**src/verilog/fws_pkg.sv**
```systemverilog
/*
  fws_pkg: constants, register map, field positions and carrier types for the
  flash write-status host controller.
  assumes: a parallel NOR flash with active-low strobes on the far side and
  software reaching the controller registers over AXI4-Lite with 32-bit data.
*/
package fws_pkg;

  localparam int CLK_NS = 100;
  localparam int AXI_AW = 8;

  // register byte offsets
  localparam logic [7:0] OFS_CTRL = 8'h00;
  localparam logic [7:0] OFS_ADDR = 8'h04;
  localparam logic [7:0] OFS_WDATA = 8'h08;
  localparam logic [7:0] OFS_STATUS = 8'h0C;
  localparam logic [7:0] OFS_RDATA = 8'h10;
  localparam logic [7:0] OFS_RSTW = 8'h14;

  // control register fields
  localparam int CTRL_OP_LSB = 0;
  localparam int CTRL_GO = 3;
  localparam int CTRL_AUTO = 4;
  localparam int CTRL_STOP = 5;

  // status register fields
  localparam int ST_BUSY = 0;
  localparam int ST_RES_LSB = 1;
  localparam int ST_RB = 4;

  // status bit positions on the flash data bus
  localparam int DQ_POLL = 7;
  localparam int DQ_TOG1 = 6;
  localparam int DQ_LIMIT = 5;
  localparam int DQ_ABORT = 1;

  localparam logic [1:0] AXI_OKAY = 2'h0;
  localparam logic [1:0] AXI_SLVERR = 2'h2;

  typedef enum logic [2:0] {OP_READ, OP_WRITE, OP_TOGGLE, OP_DATA} fws_op_t;
  typedef enum logic [2:0] {RES_NONE, RES_OK, RES_FAIL, RES_ABORT, RES_STOPPED} fws_res_t;

  typedef struct packed {
    logic ce_n;
    logic oe_n;
    logic we_n;
    logic dq_oe_n;
    logic [21:0] addr;
    logic [15:0] dq_o;
  } fws_pins_t;

endpackage

```
**src/verilog/fws_host.sv**
```systemverilog
/*
  fws_host: host side of the flash write-status protocol. software orders single
  reads and writes or a completion poll (toggle or data polling); the controller
  runs the flash strobes and reports the outcome.
  assumes: dq_i and ready_busy_n synchronous to clk_sys; the pad ring resolves the
  data bus from dq_oe_n; registers reached over AXI4-Lite.
*/
// Local design decisions: the AXI4-Lite slave port and the placing of the registers.
`timescale 1ns/100ps
module fws_host #(
  parameter int RD_NS = 70,
  parameter int WP_NS = 100,
  parameter int GAP_NS = 100
) (
  input wire logic clk_sys,
  input wire logic rst_b,
  input wire logic [fws_pkg::AXI_AW-1:0] s_axi_awaddr,
  input wire logic s_axi_awvalid,
  output logic s_axi_awready,
  input wire logic [31:0] s_axi_wdata,
  input wire logic [3:0] s_axi_wstrb,
  input wire logic s_axi_wvalid,
  output logic s_axi_wready,
  output logic [1:0] s_axi_bresp,
  output logic s_axi_bvalid,
  input wire logic s_axi_bready,
  input wire logic [fws_pkg::AXI_AW-1:0] s_axi_araddr,
  input wire logic s_axi_arvalid,
  output logic s_axi_arready,
  output logic [31:0] s_axi_rdata,
  output logic [1:0] s_axi_rresp,
  output logic s_axi_rvalid,
  input wire logic s_axi_rready,
  output fws_pkg::fws_pins_t pins,
  input wire logic [15:0] dq_i,
  input wire logic ready_busy_n
);

  function automatic logic [7:0] ns2cyc(input int ns);
    int c;
    c = (ns + fws_pkg::CLK_NS - 1) / fws_pkg::CLK_NS;
    if (c < 1)
    begin
      c = 1;
    end
    return c[7:0];
  endfunction

  function automatic logic mapped(input logic [fws_pkg::AXI_AW-1:0] a);
    return a == fws_pkg::OFS_CTRL || a == fws_pkg::OFS_ADDR || a == fws_pkg::OFS_WDATA
        || a == fws_pkg::OFS_STATUS || a == fws_pkg::OFS_RDATA || a == fws_pkg::OFS_RSTW;
  endfunction

  localparam logic [7:0] RD_CYC = ns2cyc(RD_NS);
  localparam logic [7:0] WP_CYC = ns2cyc(WP_NS);
  localparam logic [7:0] GAP_CYC = ns2cyc(GAP_NS);

  // strobe times must fit the 8-bit strobe counter
  if (RD_NS / fws_pkg::CLK_NS > 200 || WP_NS / fws_pkg::CLK_NS > 200
      || GAP_NS / fws_pkg::CLK_NS > 200)
  begin : g_range_chk
    $error("fws_host: strobe time beyond counter range");
  end

  typedef enum logic [2:0] {S_IDLE, S_RD, S_RHI, S_WR, S_WHI, S_EVAL} fws_state_t;

  // register bank and bus slave
  logic aw_have_r, aw_have_nxt, w_have_r, w_have_nxt, bvalid_r, bvalid_nxt;
  logic [fws_pkg::AXI_AW-1:0] aw_addr_r, aw_addr_nxt;
  logic [31:0] wd_r, wd_nxt, rdata_r, rdata_nxt;
  logic rvalid_r, rvalid_nxt;
  logic [1:0] bresp_r, bresp_nxt, rresp_r, rresp_nxt;
  logic [21:0] addr_r, addr_nxt;
  logic [15:0] wdat_r, wdat_nxt, rstw_r, rstw_nxt;
  logic auto_r, auto_nxt;
  logic go, stop;
  fws_pkg::fws_op_t op_req;

  // engine
  fws_state_t st_r, st_nxt;
  fws_pkg::fws_op_t op_r, op_nxt;
  fws_pkg::fws_res_t res_r, res_nxt;
  logic [1:0] step_r, step_nxt;
  logic [7:0] cnt_r, cnt_nxt;
  logic [15:0] rd_r, rd_nxt, prev_r, prev_nxt;
  logic stop_r, stop_nxt;
  fws_pkg::fws_pins_t pins_r, pins_nxt;

  logic wr_fire;
  logic [31:0] status_word;

  assign s_axi_awready = !aw_have_r && !bvalid_r;
  assign s_axi_wready = !w_have_r && !bvalid_r;
  assign s_axi_arready = !rvalid_r;
  assign s_axi_bvalid = bvalid_r;
  assign s_axi_bresp = bresp_r;
  assign s_axi_rvalid = rvalid_r;
  assign s_axi_rdata = rdata_r;
  assign s_axi_rresp = rresp_r;
  assign pins = pins_r;
  assign status_word = {27'h000_0000, ready_busy_n, res_r, st_r != S_IDLE};

  always_comb
  begin
    aw_have_nxt = aw_have_r || (s_axi_awvalid && s_axi_awready);
    w_have_nxt = w_have_r || (s_axi_wvalid && s_axi_wready);
    aw_addr_nxt = (s_axi_awvalid && s_axi_awready) ? s_axi_awaddr : aw_addr_r;
    wd_nxt = (s_axi_wvalid && s_axi_wready) ? s_axi_wdata : wd_r;
    bvalid_nxt = bvalid_r && !s_axi_bready;
    bresp_nxt = bresp_r;
    addr_nxt = addr_r;
    wdat_nxt = wdat_r;
    rstw_nxt = rstw_r;
    auto_nxt = auto_r;
    go = 1'b0;
    stop = 1'b0;
    op_req = fws_pkg::OP_READ;
    wr_fire = aw_have_r && w_have_r && !bvalid_r;
    if (wr_fire)
    begin
      aw_have_nxt = 1'b0;
      w_have_nxt = 1'b0;
      bvalid_nxt = 1'b1;
      bresp_nxt = mapped(aw_addr_r) ? fws_pkg::AXI_OKAY : fws_pkg::AXI_SLVERR;
      unique case (aw_addr_r)
        fws_pkg::OFS_CTRL:
        begin
          auto_nxt = wd_r[fws_pkg::CTRL_AUTO];
          go = wd_r[fws_pkg::CTRL_GO];
          stop = wd_r[fws_pkg::CTRL_STOP];
          op_req = fws_pkg::fws_op_t'(wd_r[fws_pkg::CTRL_OP_LSB +: 3]);
        end
        fws_pkg::OFS_ADDR: addr_nxt = wd_r[21:0];
        fws_pkg::OFS_WDATA: wdat_nxt = wd_r[15:0];
        fws_pkg::OFS_RSTW: rstw_nxt = wd_r[15:0];
        default: ;
      endcase
    end
    rvalid_nxt = rvalid_r && !s_axi_rready;
    rdata_nxt = rdata_r;
    rresp_nxt = rresp_r;
    if (s_axi_arvalid && s_axi_arready)
    begin
      rvalid_nxt = 1'b1;
      rresp_nxt = mapped(s_axi_araddr) ? fws_pkg::AXI_OKAY : fws_pkg::AXI_SLVERR;
      unique case (s_axi_araddr)
        fws_pkg::OFS_CTRL: rdata_nxt = {27'h000_0000, auto_r, 1'b0, 3'(op_r)};
        fws_pkg::OFS_ADDR: rdata_nxt = {10'h000, addr_r};
        fws_pkg::OFS_WDATA: rdata_nxt = {16'h0000, wdat_r};
        fws_pkg::OFS_STATUS: rdata_nxt = status_word;
        fws_pkg::OFS_RDATA: rdata_nxt = {16'h0000, rd_r};
        fws_pkg::OFS_RSTW: rdata_nxt = {16'h0000, rstw_r};
        default: rdata_nxt = 32'h0000_0000;
      endcase
    end
  end

  always_ff @(posedge clk_sys or negedge rst_b)
  begin
    if (!rst_b)
    begin
      aw_have_r <= 1'b0;
      w_have_r <= 1'b0;
      aw_addr_r <= '0;
      wd_r <= 32'h0000_0000;
      bvalid_r <= 1'b0;
      bresp_r <= fws_pkg::AXI_OKAY;
      rvalid_r <= 1'b0;
      rdata_r <= 32'h0000_0000;
      rresp_r <= fws_pkg::AXI_OKAY;
      addr_r <= '0;
      wdat_r <= 16'h0000;
      rstw_r <= 16'h0000;
      auto_r <= 1'b0;
    end
    else
    begin
      aw_have_r <= aw_have_nxt;
      w_have_r <= w_have_nxt;
      aw_addr_r <= aw_addr_nxt;
      wd_r <= wd_nxt;
      bvalid_r <= bvalid_nxt;
      bresp_r <= bresp_nxt;
      rvalid_r <= rvalid_nxt;
      rdata_r <= rdata_nxt;
      rresp_r <= rresp_nxt;
      addr_r <= addr_nxt;
      wdat_r <= wdat_nxt;
      rstw_r <= rstw_nxt;
      auto_r <= auto_nxt;
    end
  end

  // flash strobe sequencer and completion check
  always_comb
  begin
    st_nxt = st_r;
    op_nxt = op_r;
    res_nxt = res_r;
    step_nxt = step_r;
    cnt_nxt = (cnt_r != 8'h00) ? cnt_r - 8'h01 : cnt_r;
    rd_nxt = rd_r;
    prev_nxt = prev_r;
    // a stop request is kept until the engine returns to idle; one made while idle is dropped unless the same write sets go
    stop_nxt = stop_r || stop;
    pins_nxt = pins_r;
    // every status read goes to the one programmed address
    pins_nxt.addr = addr_r;
    unique case (st_r)
      S_IDLE:
      begin
        if (go)
        begin
          op_nxt = op_req;
          res_nxt = fws_pkg::RES_NONE;
          step_nxt = 2'd0;
          if (op_req == fws_pkg::OP_WRITE)
          begin
            res_nxt = fws_pkg::RES_OK;
            st_nxt = S_WR;
            pins_nxt = '{1'b0, 1'b1, 1'b0, 1'b0, addr_r, wdat_r};
            cnt_nxt = WP_CYC;
          end
          else
          begin
            st_nxt = S_RD;
            pins_nxt = '{1'b0, 1'b0, 1'b1, 1'b1, addr_r, 16'h0000};
            cnt_nxt = RD_CYC;
          end
        end
      end
      S_RD:
      begin
        if (cnt_r == 8'h01)
        begin
          rd_nxt = dq_i;
          // drop both enables so the next read is a fresh cycle
          pins_nxt.ce_n = 1'b1;
          pins_nxt.oe_n = 1'b1;
          cnt_nxt = GAP_CYC;
          st_nxt = S_RHI;
        end
      end
      S_RHI:
      begin
        if (cnt_r == 8'h01)
        begin
          st_nxt = S_EVAL;
        end
      end
      S_WR:
      begin
        if (cnt_r == 8'h01)
        begin
          pins_nxt.we_n = 1'b1;
          pins_nxt.ce_n = 1'b1;
          cnt_nxt = GAP_CYC;
          st_nxt = S_WHI;
        end
      end
      S_WHI:
      begin
        if (cnt_r == 8'h01)
        begin
          pins_nxt.dq_oe_n = 1'b1;
          st_nxt = S_IDLE;
        end
      end
      S_EVAL:
      begin
        st_nxt = S_RD;
        prev_nxt = rd_r;
        step_nxt = step_r + 2'd1;
        if (stop_r || stop)
        begin
          res_nxt = fws_pkg::RES_STOPPED;
          st_nxt = S_IDLE;
        end
        else if (op_r == fws_pkg::OP_READ)
        begin
          res_nxt = fws_pkg::RES_OK;
          st_nxt = S_IDLE;
        end
        else if (op_r == fws_pkg::OP_TOGGLE && step_r[0])
        begin
          // second read of a pair: equal toggle bits mean finished
          if (rd_r[fws_pkg::DQ_TOG1] == prev_r[fws_pkg::DQ_TOG1])
          begin
            res_nxt = fws_pkg::RES_OK;
            st_nxt = S_IDLE;
          end
          else if (step_r == 2'd3)
          begin
            res_nxt = fws_pkg::RES_FAIL;
          end
          else if (rd_r[fws_pkg::DQ_ABORT])
          begin
            res_nxt = fws_pkg::RES_ABORT;
            st_nxt = S_IDLE;
          end
          else if (!rd_r[fws_pkg::DQ_LIMIT])
          begin
            step_nxt = 2'd0; // still busy: start over with a new pair
          end
        end
        else if (op_r == fws_pkg::OP_DATA)
        begin
          // data polling at the last loaded address
          if (step_r == 2'd1)
          begin
            res_nxt = fws_pkg::RES_OK; // array data read back after completion
            st_nxt = S_IDLE;
          end
          else if (rd_r[fws_pkg::DQ_POLL] == wdat_r[fws_pkg::DQ_POLL])
          begin
            step_nxt = 2'd1;
          end
          else if (step_r == 2'd2)
          begin
            res_nxt = fws_pkg::RES_FAIL;
          end
          else if (rd_r[fws_pkg::DQ_ABORT])
          begin
            res_nxt = fws_pkg::RES_ABORT;
            st_nxt = S_IDLE;
          end
          else
          begin
            step_nxt = rd_r[fws_pkg::DQ_LIMIT] ? 2'd2 : 2'd0;
          end
        end
        if (res_nxt == fws_pkg::RES_FAIL)
        begin
          st_nxt = S_IDLE;
          if (auto_r)
          begin
            // failure: put the device back to reading with the reset word
            st_nxt = S_WR;
            pins_nxt = '{1'b0, 1'b1, 1'b0, 1'b0, addr_r, rstw_r};
            cnt_nxt = WP_CYC;
          end
        end
        else if (st_nxt == S_RD)
        begin
          pins_nxt.ce_n = 1'b0;
          pins_nxt.oe_n = 1'b0;
          cnt_nxt = RD_CYC;
        end
      end
      default: st_nxt = S_IDLE;
    endcase
    if (st_nxt == S_IDLE)
    begin
      stop_nxt = 1'b0;
    end
  end

  always_ff @(posedge clk_sys or negedge rst_b)
  begin
    if (!rst_b)
    begin
      st_r <= S_IDLE;
      op_r <= fws_pkg::OP_READ;
      res_r <= fws_pkg::RES_NONE;
      step_r <= 2'd0;
      cnt_r <= 8'h00;
      rd_r <= 16'h0000;
      prev_r <= 16'h0000;
      stop_r <= 1'b0;
      pins_r <= '{1'b1, 1'b1, 1'b1, 1'b1, 22'h00_0000, 16'h0000};
    end
    else
    begin
      st_r <= st_nxt;
      op_r <= op_nxt;
      res_r <= res_nxt;
      step_r <= step_nxt;
      cnt_r <= cnt_nxt;
      rd_r <= rd_nxt;
      prev_r <= prev_nxt;
      stop_r <= stop_nxt;
      pins_r <= pins_nxt;
    end
  end

endmodule // fws_host

```
**config.mk**
```make
export PLATFORM = sky130hd
export DESIGN_NAME = fws_host
export DESIGN_NICKNAME = d
export VERILOG_FILES = /design/src/verilog/fws_pkg.sv /design/src/verilog/fws_host.sv
export SDC_FILE = /design/constraint.sdc
export NUM_CORES = 1
export LEC_CHECK = 0
export ABC_AREA = 1
export BUFFER_PORTS_ARGS = -buffer_cell sky130_fd_sc_hd__buf_4
export CAP_MARGIN = 10
export CORE_MARGIN = 5
export CORE_UTILIZATION = 28
export CTS_BUF_LIST = sky130_fd_sc_hd__clkbuf_8
export CTS_CLUSTER_DIAMETER = 60
export DETAILED_ROUTE_END_ITERATION = 10
export PLACE_DENSITY = 0.49
export SLEW_MARGIN = 20
export SYNTH_ARGS = -nofsm -noshare
export SYNTH_HDL_FRONTEND = slang
export SYNTH_SLANG_ARGS = --single-unit
export TNS_END_PERCENT = 100
```
**constraint.sdc**
```tcl
create_clock -name clk_sys -period 1.78 [get_ports clk_sys]
set_input_delay 0.267 -clock clk_sys [delete_from_list [all_inputs] [get_ports clk_sys]]
set_output_delay 0.267 -clock clk_sys [all_outputs]
set_load 0.005 [all_outputs]
```
==> results of run 1 <==
power breakdown:
part | internal, mW | switching [mW]
registers | 5.03 | 0.391
logic | 1.13 | 1.37
clock network | 1.18 | 2.03
total | 7.35 | 3.80
logic make-up after synthesis:
| group | Yosys count |
|---|---|
| compound gates | 192 |
| xor+xnor | 7 |
| fa+ha+maj | 6 |
| buf+inv | 131 |
| flops | 192 |
| mux | 10 |
| other cells | 1 |
| simple gates | 383 |
layer usage:
layer	share of wire, %	global-route usage (%)	vias up	routed length, um
li1	-	-	3509	-
met4	0.94	3.67	0	235
met1	52	23.7	3308	12900
met5	0	0	-	0
met3	5.9	3.11	15	1470
met2	41	21.0	194	10300
how the worst min path moves through the flow:
stage / from / end / slack [ns]
2_1_floorplan: rst_b / addr_r[0] / -0.03
3_3_place_gp: rst_b / addr_r[20] / 0.24
3_5_place_dp: rst_b / wd_r[20] / 0.24
4_1_cts: s_axi_awaddr[4] / aw_addr_r[4] / 0.0003
5_1_grt: s_axi_wdata[1] / wd_r[1] / 0.004
6_report: s_axi_awaddr[4] / aw_addr_r[4] / 0.03
timing repair:
| item | 4_1_cts | 5_1_grt |
|---|---|---|
| resized for setup | 31 | 36 |
| gates cloned | 1 | 0 |
| buffers inserted | 12 | 5 |
| setup endpoints to repair | 30 | 63 |
| endpoints found under the hold margin | 68 | 0 |
| pin swaps | 10 | 16 |
| hold buffers | 30 | 0 |
per-stage QoR:
stage	util (%)	setup TNS (ns)
after floorplan	-	0
after global routing	39.0	-7.43
after detailed placement	35.3	-2.65
after CTS	38.6	-3.35
final	39.0	-3.54
after global placement	35.3	-1.96
area by class of cell:
class | count | area, um2
fillers | 2970 | 18100
flip-flops and latches | 192 | 4810
multi-input cells | 610 | 3320
repair buffers | 258 | 2180
well taps | 390 | 488
inverters | 86 | 323
clock buffers | 17 | 234
clock inverters | 15 | 229
cells in the final DEF (no fill, tap or decap), types with 9 or more instances in the layout:
master | netlist | routed
conb_1 | 1 | 12
mux2_2 | 10 | 10
nor2_1 | 83 | 76
o21ai_0 | 83 | 81
nand2_1 | 195 | 173
nand3_1 | 62 | 59
inv_1 | 84 | 78
o21ai_2 | 16 | 18
buf_4 | 13 | 209
nand2_2 | 7 | 24
dfrtp_1 | 188 | 186
clkbuf_8 | 0 | 18
nor2_2 | 3 | 10
buf_12 | 0 | 9
dlygate4sd3_1 | 0 | 30
a22oi_1 | 16 | 16
a21oi_1 | 50 | 50
critical path, cell delays in order (launching register included):
cell and delay (ns):
dfrtp_2 0.46, inv_2 0.10, ha_4 0.14, or2_4 0.11, nand3_2 0.08, nand2_1 0.07, nand2_1 0.04, nand2_1 0.06
nand2_2 0.07, nor2_4 0.12, nand3_2 0.10, nand2_4 0.11, nand2_8 0.09, buf_12 0.16, nand2_2 0.05, o21ai_2 0.04
sequential cells by signal, indices dropped and copies added, names as in the netlist, 2 cells and up:
name         cells
rd_r            16
pins            42
cnt_r            8
rstw_r          16
wd_r            22
step_r           2
s_axi_rdata     22
res_r            3
op_r             3
aw_addr_r        8
st_r             3
addr_r          22
wdat_r          16
==> results.sh, run 1 <==
export IMPL_status="finished with violations"
export IMPL_violations="setup timing"
export IMPL_grt_pass1_wl_um=40100
export IMPL_crit_start="step_r[0]"
export IMPL_routed_wirelength_um=25000
export IMPL_grtUsageTotal_pct=15.1
export IMPL_syn_inst=922
export IMPL_ys_ff_latch=192
export IMPL_yosysUniqueCellTypes=43
export IMPL_gp_congestion=0.819
export IMPL_ant_nets=0
export IMPL_synth_edf_count=0
export IMPL_post_route_period_util_pct=108
export IMPL_arrival_ns=2.30
export IMPL_rsz0062_at_grt="yes"
export IMPL_hold_path_class="input pin to register"
export IMPL_clk_path_buf_depth=2
export IMPL_slew_violations=0
export IMPL_reg2reg_to="pins[8]"
export IMPL_vias=7026
export IMPL_nets=1247
export IMPL_drtPass1Iterations=6
export IMPL_ys_top_cells_by_count="nand2_1 (195), dfrtp_1 (188), inv_1 (84), nor2_1 (83), o21ai_0 (83)"
export IMPL_endpoint="pins[8]"
export IMPL_end_kind="register"
export IMPL_diodes=0
export IMPL_syn_area_um2=8440
export IMPL_drv_cap=0
export IMPL_cts_tree="done"
export IMPL_synthMuxAreaShare_pct=1.33
export IMPL_hold_viol_final=0
export IMPL_synth_area_top_cells="dfrtp_1 (56%), nand2_1 (8.7%), o21ai_0 (4.9%)"
export IMPL_grt_pass1_vias=7034
export IMPL_synth_top_family_by_area="simple AND/OR/NAND/NOR gates"
export IMPL_die_x_um=184
export IMPL_worst_r2r_startpoint="step_r[0]"
export IMPL_routedWlPerCell_um=15.9
export IMPL_synth_most_common_cell="nand2_1"
export IMPL_cp_data_required_time_ns=2.15
export IMPL_cts_root_buf="clkbuf_8"
export IMPL_core_um2=29700
export IMPL_synth_simple_area_share_pct=19.9
export IMPL_dpl_cell_count=1493
export IMPL_area_growth_pct=37.3
export IMPL_dpl_hpwl_um=18300
export IMPL_setup_violations=31
export IMPL_synth_top_area_share_pct=55.7
export IMPL_worstHoldPathCells=3
export IMPL_drcViolationCount=0
export IMPL_clkSinkCount=192
export IMPL_first_iter_violations=611
export IMPL_pre_cts_slack_ns=-0.142
export IMPL_ys_warn_count=0
export IMPL_die_area_um2=33700
export IMPL_synthXorXnorAreaFrac_pct=0.726
export IMPL_finalPower_mw=11.1
export IMPL_viasPerCell=4.48
export IMPL_avgSynthCellArea_um2=9.16
export IMPL_ys_seq_area_share_pct=57.0
export IMPL_grt_antenna_before_repair=0
export IMPL_holdWs_ns=0.0252
export IMPL_placed_area_um2=10500
export IMPL_synth_fa_ha_area_share_pct=0.889
export IMPL_worst_setup_path_type="register to register"
export IMPL_final_area_um2=11600
export IMPL_p_leak_nw=5.56
export IMPL_fin_ws_ns=-0.146
export IMPL_ios=159
export IMPL_power_density_nw_per_um2=962
export IMPL_drive_gt1_share_pct=31.0
export IMPL_initial_core_util_pct=28.4
export IMPL_synth_area_leader_cell="dfrtp_1"
export IMPL_worstSetupStartpointType="register"
export IMPL_fin_skew_ns=0.0187
export IMPL_grt_max_degree=46
export IMPL_final_cells=1568
export IMPL_vdd_ir_drop_max_uv=457
export IMPL_grt_overflow=0
export IMPL_synth_flop_cell="dfrtp_1"
export IMPL_cts_max_level=4
export IMPL_clock_latency_ns=0.49
export IMPL_fmax_ghz=0.519
export IMPL_placementRows=63
export IMPL_rrSetupSlack_ns=-0.15
export IMPL_numCtsBuffers=17
export IMPL_portBuffers=132
export IMPL_crit_fanout=8
export IMPL_clk_pin_slew_worst_paths_ns=0.12
export IMPL_synth_compound_area_share_pct=13.4
export IMPL_final_min_clock_period_ns=1.93
export IMPL_die_height_um=184
export IMPL_async_reset_ff_share_pct=100
export IMPL_rr_worst_depth=15
(Power assumes the default switching activity.)
==> run 2: changes to the inputs <==
--- a/config.mk
+++ b/config.mk
@@ -5,7 +5,6 @@
 export SDC_FILE = /design/constraint.sdc
 export NUM_CORES = 1
 export LEC_CHECK = 0
-export ABC_AREA = 1
 export BUFFER_PORTS_ARGS = -buffer_cell sky130_fd_sc_hd__buf_4
 export CAP_MARGIN = 10
 export CORE_MARGIN = 5
==> results.sh, run 2 <==
export IMPL_status="finished with violations"
export IMPL_violations="setup timing"
export IMPL_arrival_ns=2.69
export IMPL_area_growth_pct=46.8
export IMPL_numCtsBuffers=17
export IMPL_dpl_hpwl_um=18200
export IMPL_synth_area_top_cells="dfrtp_1 (55%), mux2_2 (14%), nand2_1 (2.8%)"
export IMPL_mostFrequentLayoutCells="buf_4 (244), dfrtp_1 (188), mux2_2 (70), nand2_1 (60), mux2_4 (49)"
export IMPL_drv_cap=0
export IMPL_slowest_stage="or4b_4"
export IMPL_first_iter_violations=328
export IMPL_ys_top_cells_by_count="dfrtp_1 (188), mux2_2 (108), nand2_1 (64), nor2_1 (37), nand3_1 (30)"
export IMPL_synth_area_leader_cell="dfrtp_1"
export IMPL_p_comb_share_pct=32.4
export IMPL_drive_gt1_share_pct=50.2
export IMPL_worstSetupStartpointType="register"
export IMPL_portBuffers=132
export IMPL_placementRows=64
export IMPL_ys_seq_area_share_pct=56.0
export IMPL_post_route_period_util_pct=130
export IMPL_routed_wirelength_um=26900
export IMPL_dpl_cell_count=1327
export IMPL_final_common_cell="buf_4"
export IMPL_ant_nets=0
export IMPL_cts_root_buf="clkbuf_8"
export IMPL_ys_ff_latch=192
export IMPL_grt_overflow=0
export IMPL_clk_pin_slew_worst_paths_ns=0.11
export IMPL_pre_cts_slack_ns=-0.619
export IMPL_ios=159
export IMPL_viasPerCell=4.71
export IMPL_seqPwrFrac_pct=46.8
export IMPL_die_x_um=185
export IMPL_slew_violations=0
export IMPL_cts_tree="done"
export IMPL_die_area_um2=34300
export IMPL_critPathMaxStageDelay_ns=0.53
export IMPL_rsz0062_at_grt="yes"
export IMPL_diodes=0
export IMPL_syn_inst=713
export IMPL_cp_data_required_time_ns=2.15
export IMPL_clock_latency_ns=0.48
export IMPL_vias=6667
export IMPL_ys_warn_count=0
export IMPL_drcViolationCount=0
export IMPL_fmax_ghz=0.431
export IMPL_final_min_clock_period_ns=2.32
export IMPL_die_height_um=185
export IMPL_nets=1088
export IMPL_fin_ws_ns=-0.539
export IMPL_synth_edf_count=0
export IMPL_clkSinkCount=192
export IMPL_synth_most_common_cell="dfrtp_1"
export IMPL_p_sw_mw=4.44
export IMPL_drtPass1Iterations=5
export IMPL_synth_top_area_share_pct=54.8
export IMPL_final_cells=1414
export IMPL_clk_path_buf_depth=2
export IMPL_critical_path_top_delay_family="compound AO/OA/AOI/OAI gates"
export IMPL_hold_path_class="input pin to register"
export IMPL_initial_core_util_pct=28.2
export IMPL_crit_buf_inv=1
export IMPL_yosysUniqueCellTypes=72
export IMPL_crit_fanout=24
export IMPL_path_cells="or4b_4 -> o41a_1 -> o31a_2 -> a41o_1 -> buf_12 -> o21a_1"
export IMPL_core_um2=30400
export IMPL_pwr_share_clk_pct=20.9
export IMPL_hold_viol_final=0
export IMPL_fin_skew_ns=0.0155
export IMPL_p_leak_nw=5.79
export IMPL_setup_violations=109
export IMPL_largest_register_ffs=42
export IMPL_gp_congestion=0.822
export IMPL_grtUsageTotal_pct=15.7
export IMPL_cts_max_level=4
export IMPL_async_reset_ff_share_pct=100
export IMPL_power_density_nw_per_um2=1070
export IMPL_grt_antenna_before_repair=0
export IMPL_routedWlPerCell_um=19.0
export IMPL_power_switching_share_pct=32.8
export IMPL_synth_flop_cell="dfrtp_1"
export IMPL_syn_area_um2=8590
export IMPL_vdd_ir_drop_max_uv=450
export IMPL_intPower_mw=9.10
export IMPL_end_kind="register"
export IMPL_avgSynthCellArea_um2=12.0
export IMPL_worst_setup_path_type="register to register"
export IMPL_grt_pass1_vias=6815
export IMPL_grt_pass1_wl_um=41100
export IMPL_grt_max_degree=38
[run 2: power by group through the flow]
| stage | sequential [mW] | clock [mW] | combinational (mW) |
|---|---|---|---|
| 2_1_floorplan | 6.16 | 0 | 1.86 |
| 3_3_place_gp | 6.35 | 0 | 3.77 |
| 3_5_place_dp | 6.35 | 0 | 3.81 |
| 4_1_cts | 6.32 | 2.93 | 4.22 |
| 5_1_grt | 6.48 | 3.09 | 4.76 |
| 6_report | 6.33 | 2.83 | 4.38 |
[run 2: timing repair]
item / in CTS / in global routing
hold buffers: 19 / 12
gates cloned: 6 / 0
buffers inserted: 15 / 7
hold endpoints to repair: 48 / 12
gates resized for setup: 94 / 47
setup endpoints to repair: 110 / 111
pin swaps: 18 / 16
[run 2: area by class of cell]
| cell class | count | area (um2) |
|---|---|---|
| timing repair buffer | 313 | 2770 |
| inverter | 15 | 56.3 |
| clock buffer | 17 | 234 |
| fill | 3013 | 17800 |
| clock inverter | 14 | 150 |
| tap | 396 | 495 |
| sequential | 192 | 4810 |
| multi-input combinational | 467 | 4090 |
[run 2: cell families after synthesis]
| logic type | synth area share [%] |
|---|---|
| other | 0.0437 |
| AND/OR/NAND/NOR | 12.1 |
| XOR/XNOR | 0.918 |
| adder cells (fa/ha/maj) | 0.874 |
| flip-flops | 56.0 |
| multiplexers | 15.8 |
| buffers and inverters | 3.58 |
| AO/OA/AOI/OAI | 10.6 |
[run 2: final timing paths]
kind / start / end / slack [ns] / cells after the start
worst max-delay path: aw_addr_r[2] / pins[10] / -0.54 / 6
worst min-delay path: s_axi_awaddr[1] / aw_addr_r[1] / 0.02 / 2
worst max register to register: aw_addr_r[2] / pins[10] / -0.54 / 6
worst min register to register: addr_r[21] / pins[37] / 0.41 / 0
max in group asynchronous: rst_b / s_axi_rdata[6] / 0.91 / 3
min in group asynchronous: rst_b / cnt_r[1] / 0.25 / 2
[run 2: metal layers]
layer  wire (um)  vias to the layer above  GRT usage (%)
met2       12200                      132           24.1
met3        1040                       25           3.34
li1            -                     3147              -
met1       13100                     3363           22.4
met5           0                        -              0
met4         595                        0           4.76
[run 2: stage by stage]
stage / setup TNS (ns) / hold WS [ns] / util [%] / power, mW / cell area, um2
6_report: -35.46 / 0.0223 / 41.4 / 13.5 / 12600
5_1_grt: -41.32 / -0.00154 / 41.4 / 14.3 / 12600
3_3_place_gp: -50.95 / 0.214 / 36.4 / 10.1 / 11100
3_5_place_dp: -52.96 / 0.217 / 36.4 / 10.2 / 11100
4_1_cts: -36.54 / 0.00000411 / 40.3 / 13.5 / 12300
2_1_floorplan: -27.56 / -0.0286 / - / 8.02 / 8760
==> run 3: changes to the inputs <==
--- a/config.mk
+++ b/config.mk
@@ -8,11 +8,11 @@
 export BUFFER_PORTS_ARGS = -buffer_cell sky130_fd_sc_hd__buf_4
 export CAP_MARGIN = 10
 export CORE_MARGIN = 5
-export CORE_UTILIZATION = 28
+export CORE_UTILIZATION = 52
 export CTS_BUF_LIST = sky130_fd_sc_hd__clkbuf_8
 export CTS_CLUSTER_DIAMETER = 60
 export DETAILED_ROUTE_END_ITERATION = 10
-export PLACE_DENSITY = 0.49
+export PLACE_DENSITY = 0.79
 export SLEW_MARGIN = 20
 export SYNTH_ARGS = -nofsm -noshare
 export SYNTH_HDL_FRONTEND = slang
==> results.sh, run 3 (same netlist as run 2, synthesis figures left out) <==
export IMPL_worstHoldPathCells=2
export IMPL_fin_util_pct=75.4
export IMPL_wl_met2_um=13900
export IMPL_hold_path_class="input pin to register"
export IMPL_pre_cts_slack_ns=-0.596
export IMPL_post_route_period_util_pct=138
export IMPL_worstSetupStartpointType="register"
export IMPL_die_area_um2=19200
export IMPL_reg2reg_to="pins[12]"
export IMPL_grt_overflow=0
export IMPL_initial_core_util_pct=52.3
export IMPL_clk_pin_slew_worst_paths_ns=0.11
export IMPL_grt_max_degree=51
export IMPL_fillers=953
export IMPL_clk_path_buf_depth=2
export IMPL_vias=7454
export IMPL_drcViolationCount=0
export IMPL_rr_worst_depth=8
export IMPL_violations="setup timing"
export IMPL_tightest_slew_ns=0.524
export IMPL_end_kind="register"
export IMPL_fin_ws_ns=-0.671
export IMPL_power_density_nw_per_um2=1120
export IMPL_diodes=0
export IMPL_grtUsageTotal_pct=28.5
export IMPL_routedWlPerCell_um=23.3
export IMPL_relSlewSlack_pct=65.0
export IMPL_gp_congestion=0.965
export IMPL_worstHoldEndpoint="rd_r[9]"
export IMPL_routed_wirelength_um=28500
export IMPL_rsz0062_at_grt="yes"
export IMPL_slew_violations=0
export IMPL_fmax_ghz=0.408
export IMPL_mostFrequentLayoutCells="buf_4 (238), dfrtp_1 (187), mux2_2 (69), nand2_1 (59), mux2_4 (50)"
export IMPL_portBuffers=132
export IMPL_final_common_cell="buf_4"
export IMPL_holdWs_ns=0.0205
export IMPL_nets=1075
export IMPL_worst_r2r_startpoint="step_r[1]"
export IMPL_drive_gt1_share_pct=50.7
export IMPL_cts_root_buf="clkbuf_8"
export IMPL_first_iter_violations=1134
export IMPL_fin_skew_ns=0.0256
export IMPL_top_layer="met4"
export IMPL_status="finished with violations"
export IMPL_drtPass1Iterations=9
export IMPL_cts_tree="done"
export IMPL_setup_tns_ns=-44.21
export IMPL_worst_setup_path_type="register to register"
export IMPL_dpl_cell_count=1143
export IMPL_vdd_ir_drop_max_uv=695
export IMPL_clock_latency_ns=0.49
export IMPL_hp_start="dq_i[9]"
export IMPL_cp_data_required_time_ns=2.16
export IMPL_final_min_clock_period_ns=2.45
export IMPL_numCtsBuffers=17
export IMPL_crit_fanout=8
export IMPL_core_um2=16400
export IMPL_placementRows=47
export IMPL_die_height_um=138
export IMPL_grt_pass1_vias=7390
export IMPL_p_leak_nw=5.73
export IMPL_setup_violations=110
export IMPL_met3_wirelength_um=2550
export IMPL_ios=159
export IMPL_rrSetupSlack_ns=-0.67
export IMPL_arrival_ns=2.84
export IMPL_crit_start="step_r[1]"
export IMPL_wl_met1_um=10700
export IMPL_viasPerCell=6.09
export IMPL_dpl_hpwl_um=16200
export IMPL_drv_cap=0
export IMPL_hold_viol_final=0
export IMPL_area_growth_pct=44.0
export IMPL_grt_pass1_wl_um=43000
export IMPL_die_x_um=138
export IMPL_grt_antenna_before_repair=0
export IMPL_final_cells=1224
export IMPL_ant_nets=0
export IMPL_cts_max_level=4
export IMPL_largest_register_ffs=42
export IMPL_clkSinkCount=192
==> run 3: layer usage <==
metal  vias to the layer above  GRT usage, %
li1                       3118             -
met3                       123          7.46
met4                         0          11.9
met2                       515          47.0
met5                         -             0
met1                      3698          36.0
==> run 3: area by class of cell <==
| cell class | instances | area [um2] | share of cell area (%) |
|---|---|---|---|
| clock buffer | 17 | 234 | 1.89 |
| clock inverter | 13 | 176 | 1.43 |
| inverter | 15 | 56.3 | 0.455 |
| multi-input combinational | 467 | 4160 | 33.7 |
| sequential | 192 | 4810 | 38.9 |
| tap | 220 | 275 | 2.23 |
| timing repair buffer | 300 | 2650 | 21.4 |
==> run 3: where the power goes <==
part	internal (mW)	switching (mW)
Sequential	5.45	0.954
Combinational	2.53	1.87
Clock	1.41	1.66
Total	9.39	4.49
==> run 3: worst max path at each step <==
stage	endpoint	slack, ns	cells after the start
global placement	cnt_r[3]	-0.51	6
CTS	cnt_r[3]	-0.50	8
detailed placement	pins[10]	-0.60	8
floorplan	pins[10]	-0.48	7
global route	cnt_r[2]	-0.69	9
finish	pins[12]	-0.67	8
==> run 3: per-stage QoR <==
step	power (mW)	instance area, um2
2_1_floorplan	8.02	8760
3_3_place_gp	9.89	10800
3_5_place_dp	10.1	10800
4_1_cts	13.5	12200
5_1_grt	14.5	12400
6_report	13.9	12400
==> run 3: what timing repair did <==
action	in CTS	in global routing
hold buffers	29	0
pin swaps	32	10
endpoints found under the hold margin	64	0
gates cloned	7	1
resized for setup	120	31
buffers inserted	26	3
endpoints found under the setup margin	110	110
==> run 3: critical path: stages, from the launching register on <==
cell and delay [ns]:
dfrtp_1 0.44, inv_2 0.08, ha_4 0.17, or4b_4 0.54, a311oi_4 0.40, a41o_4 0.35
clkbuf_16 0.19, nand3_2 0.07, o21a_1 0.11
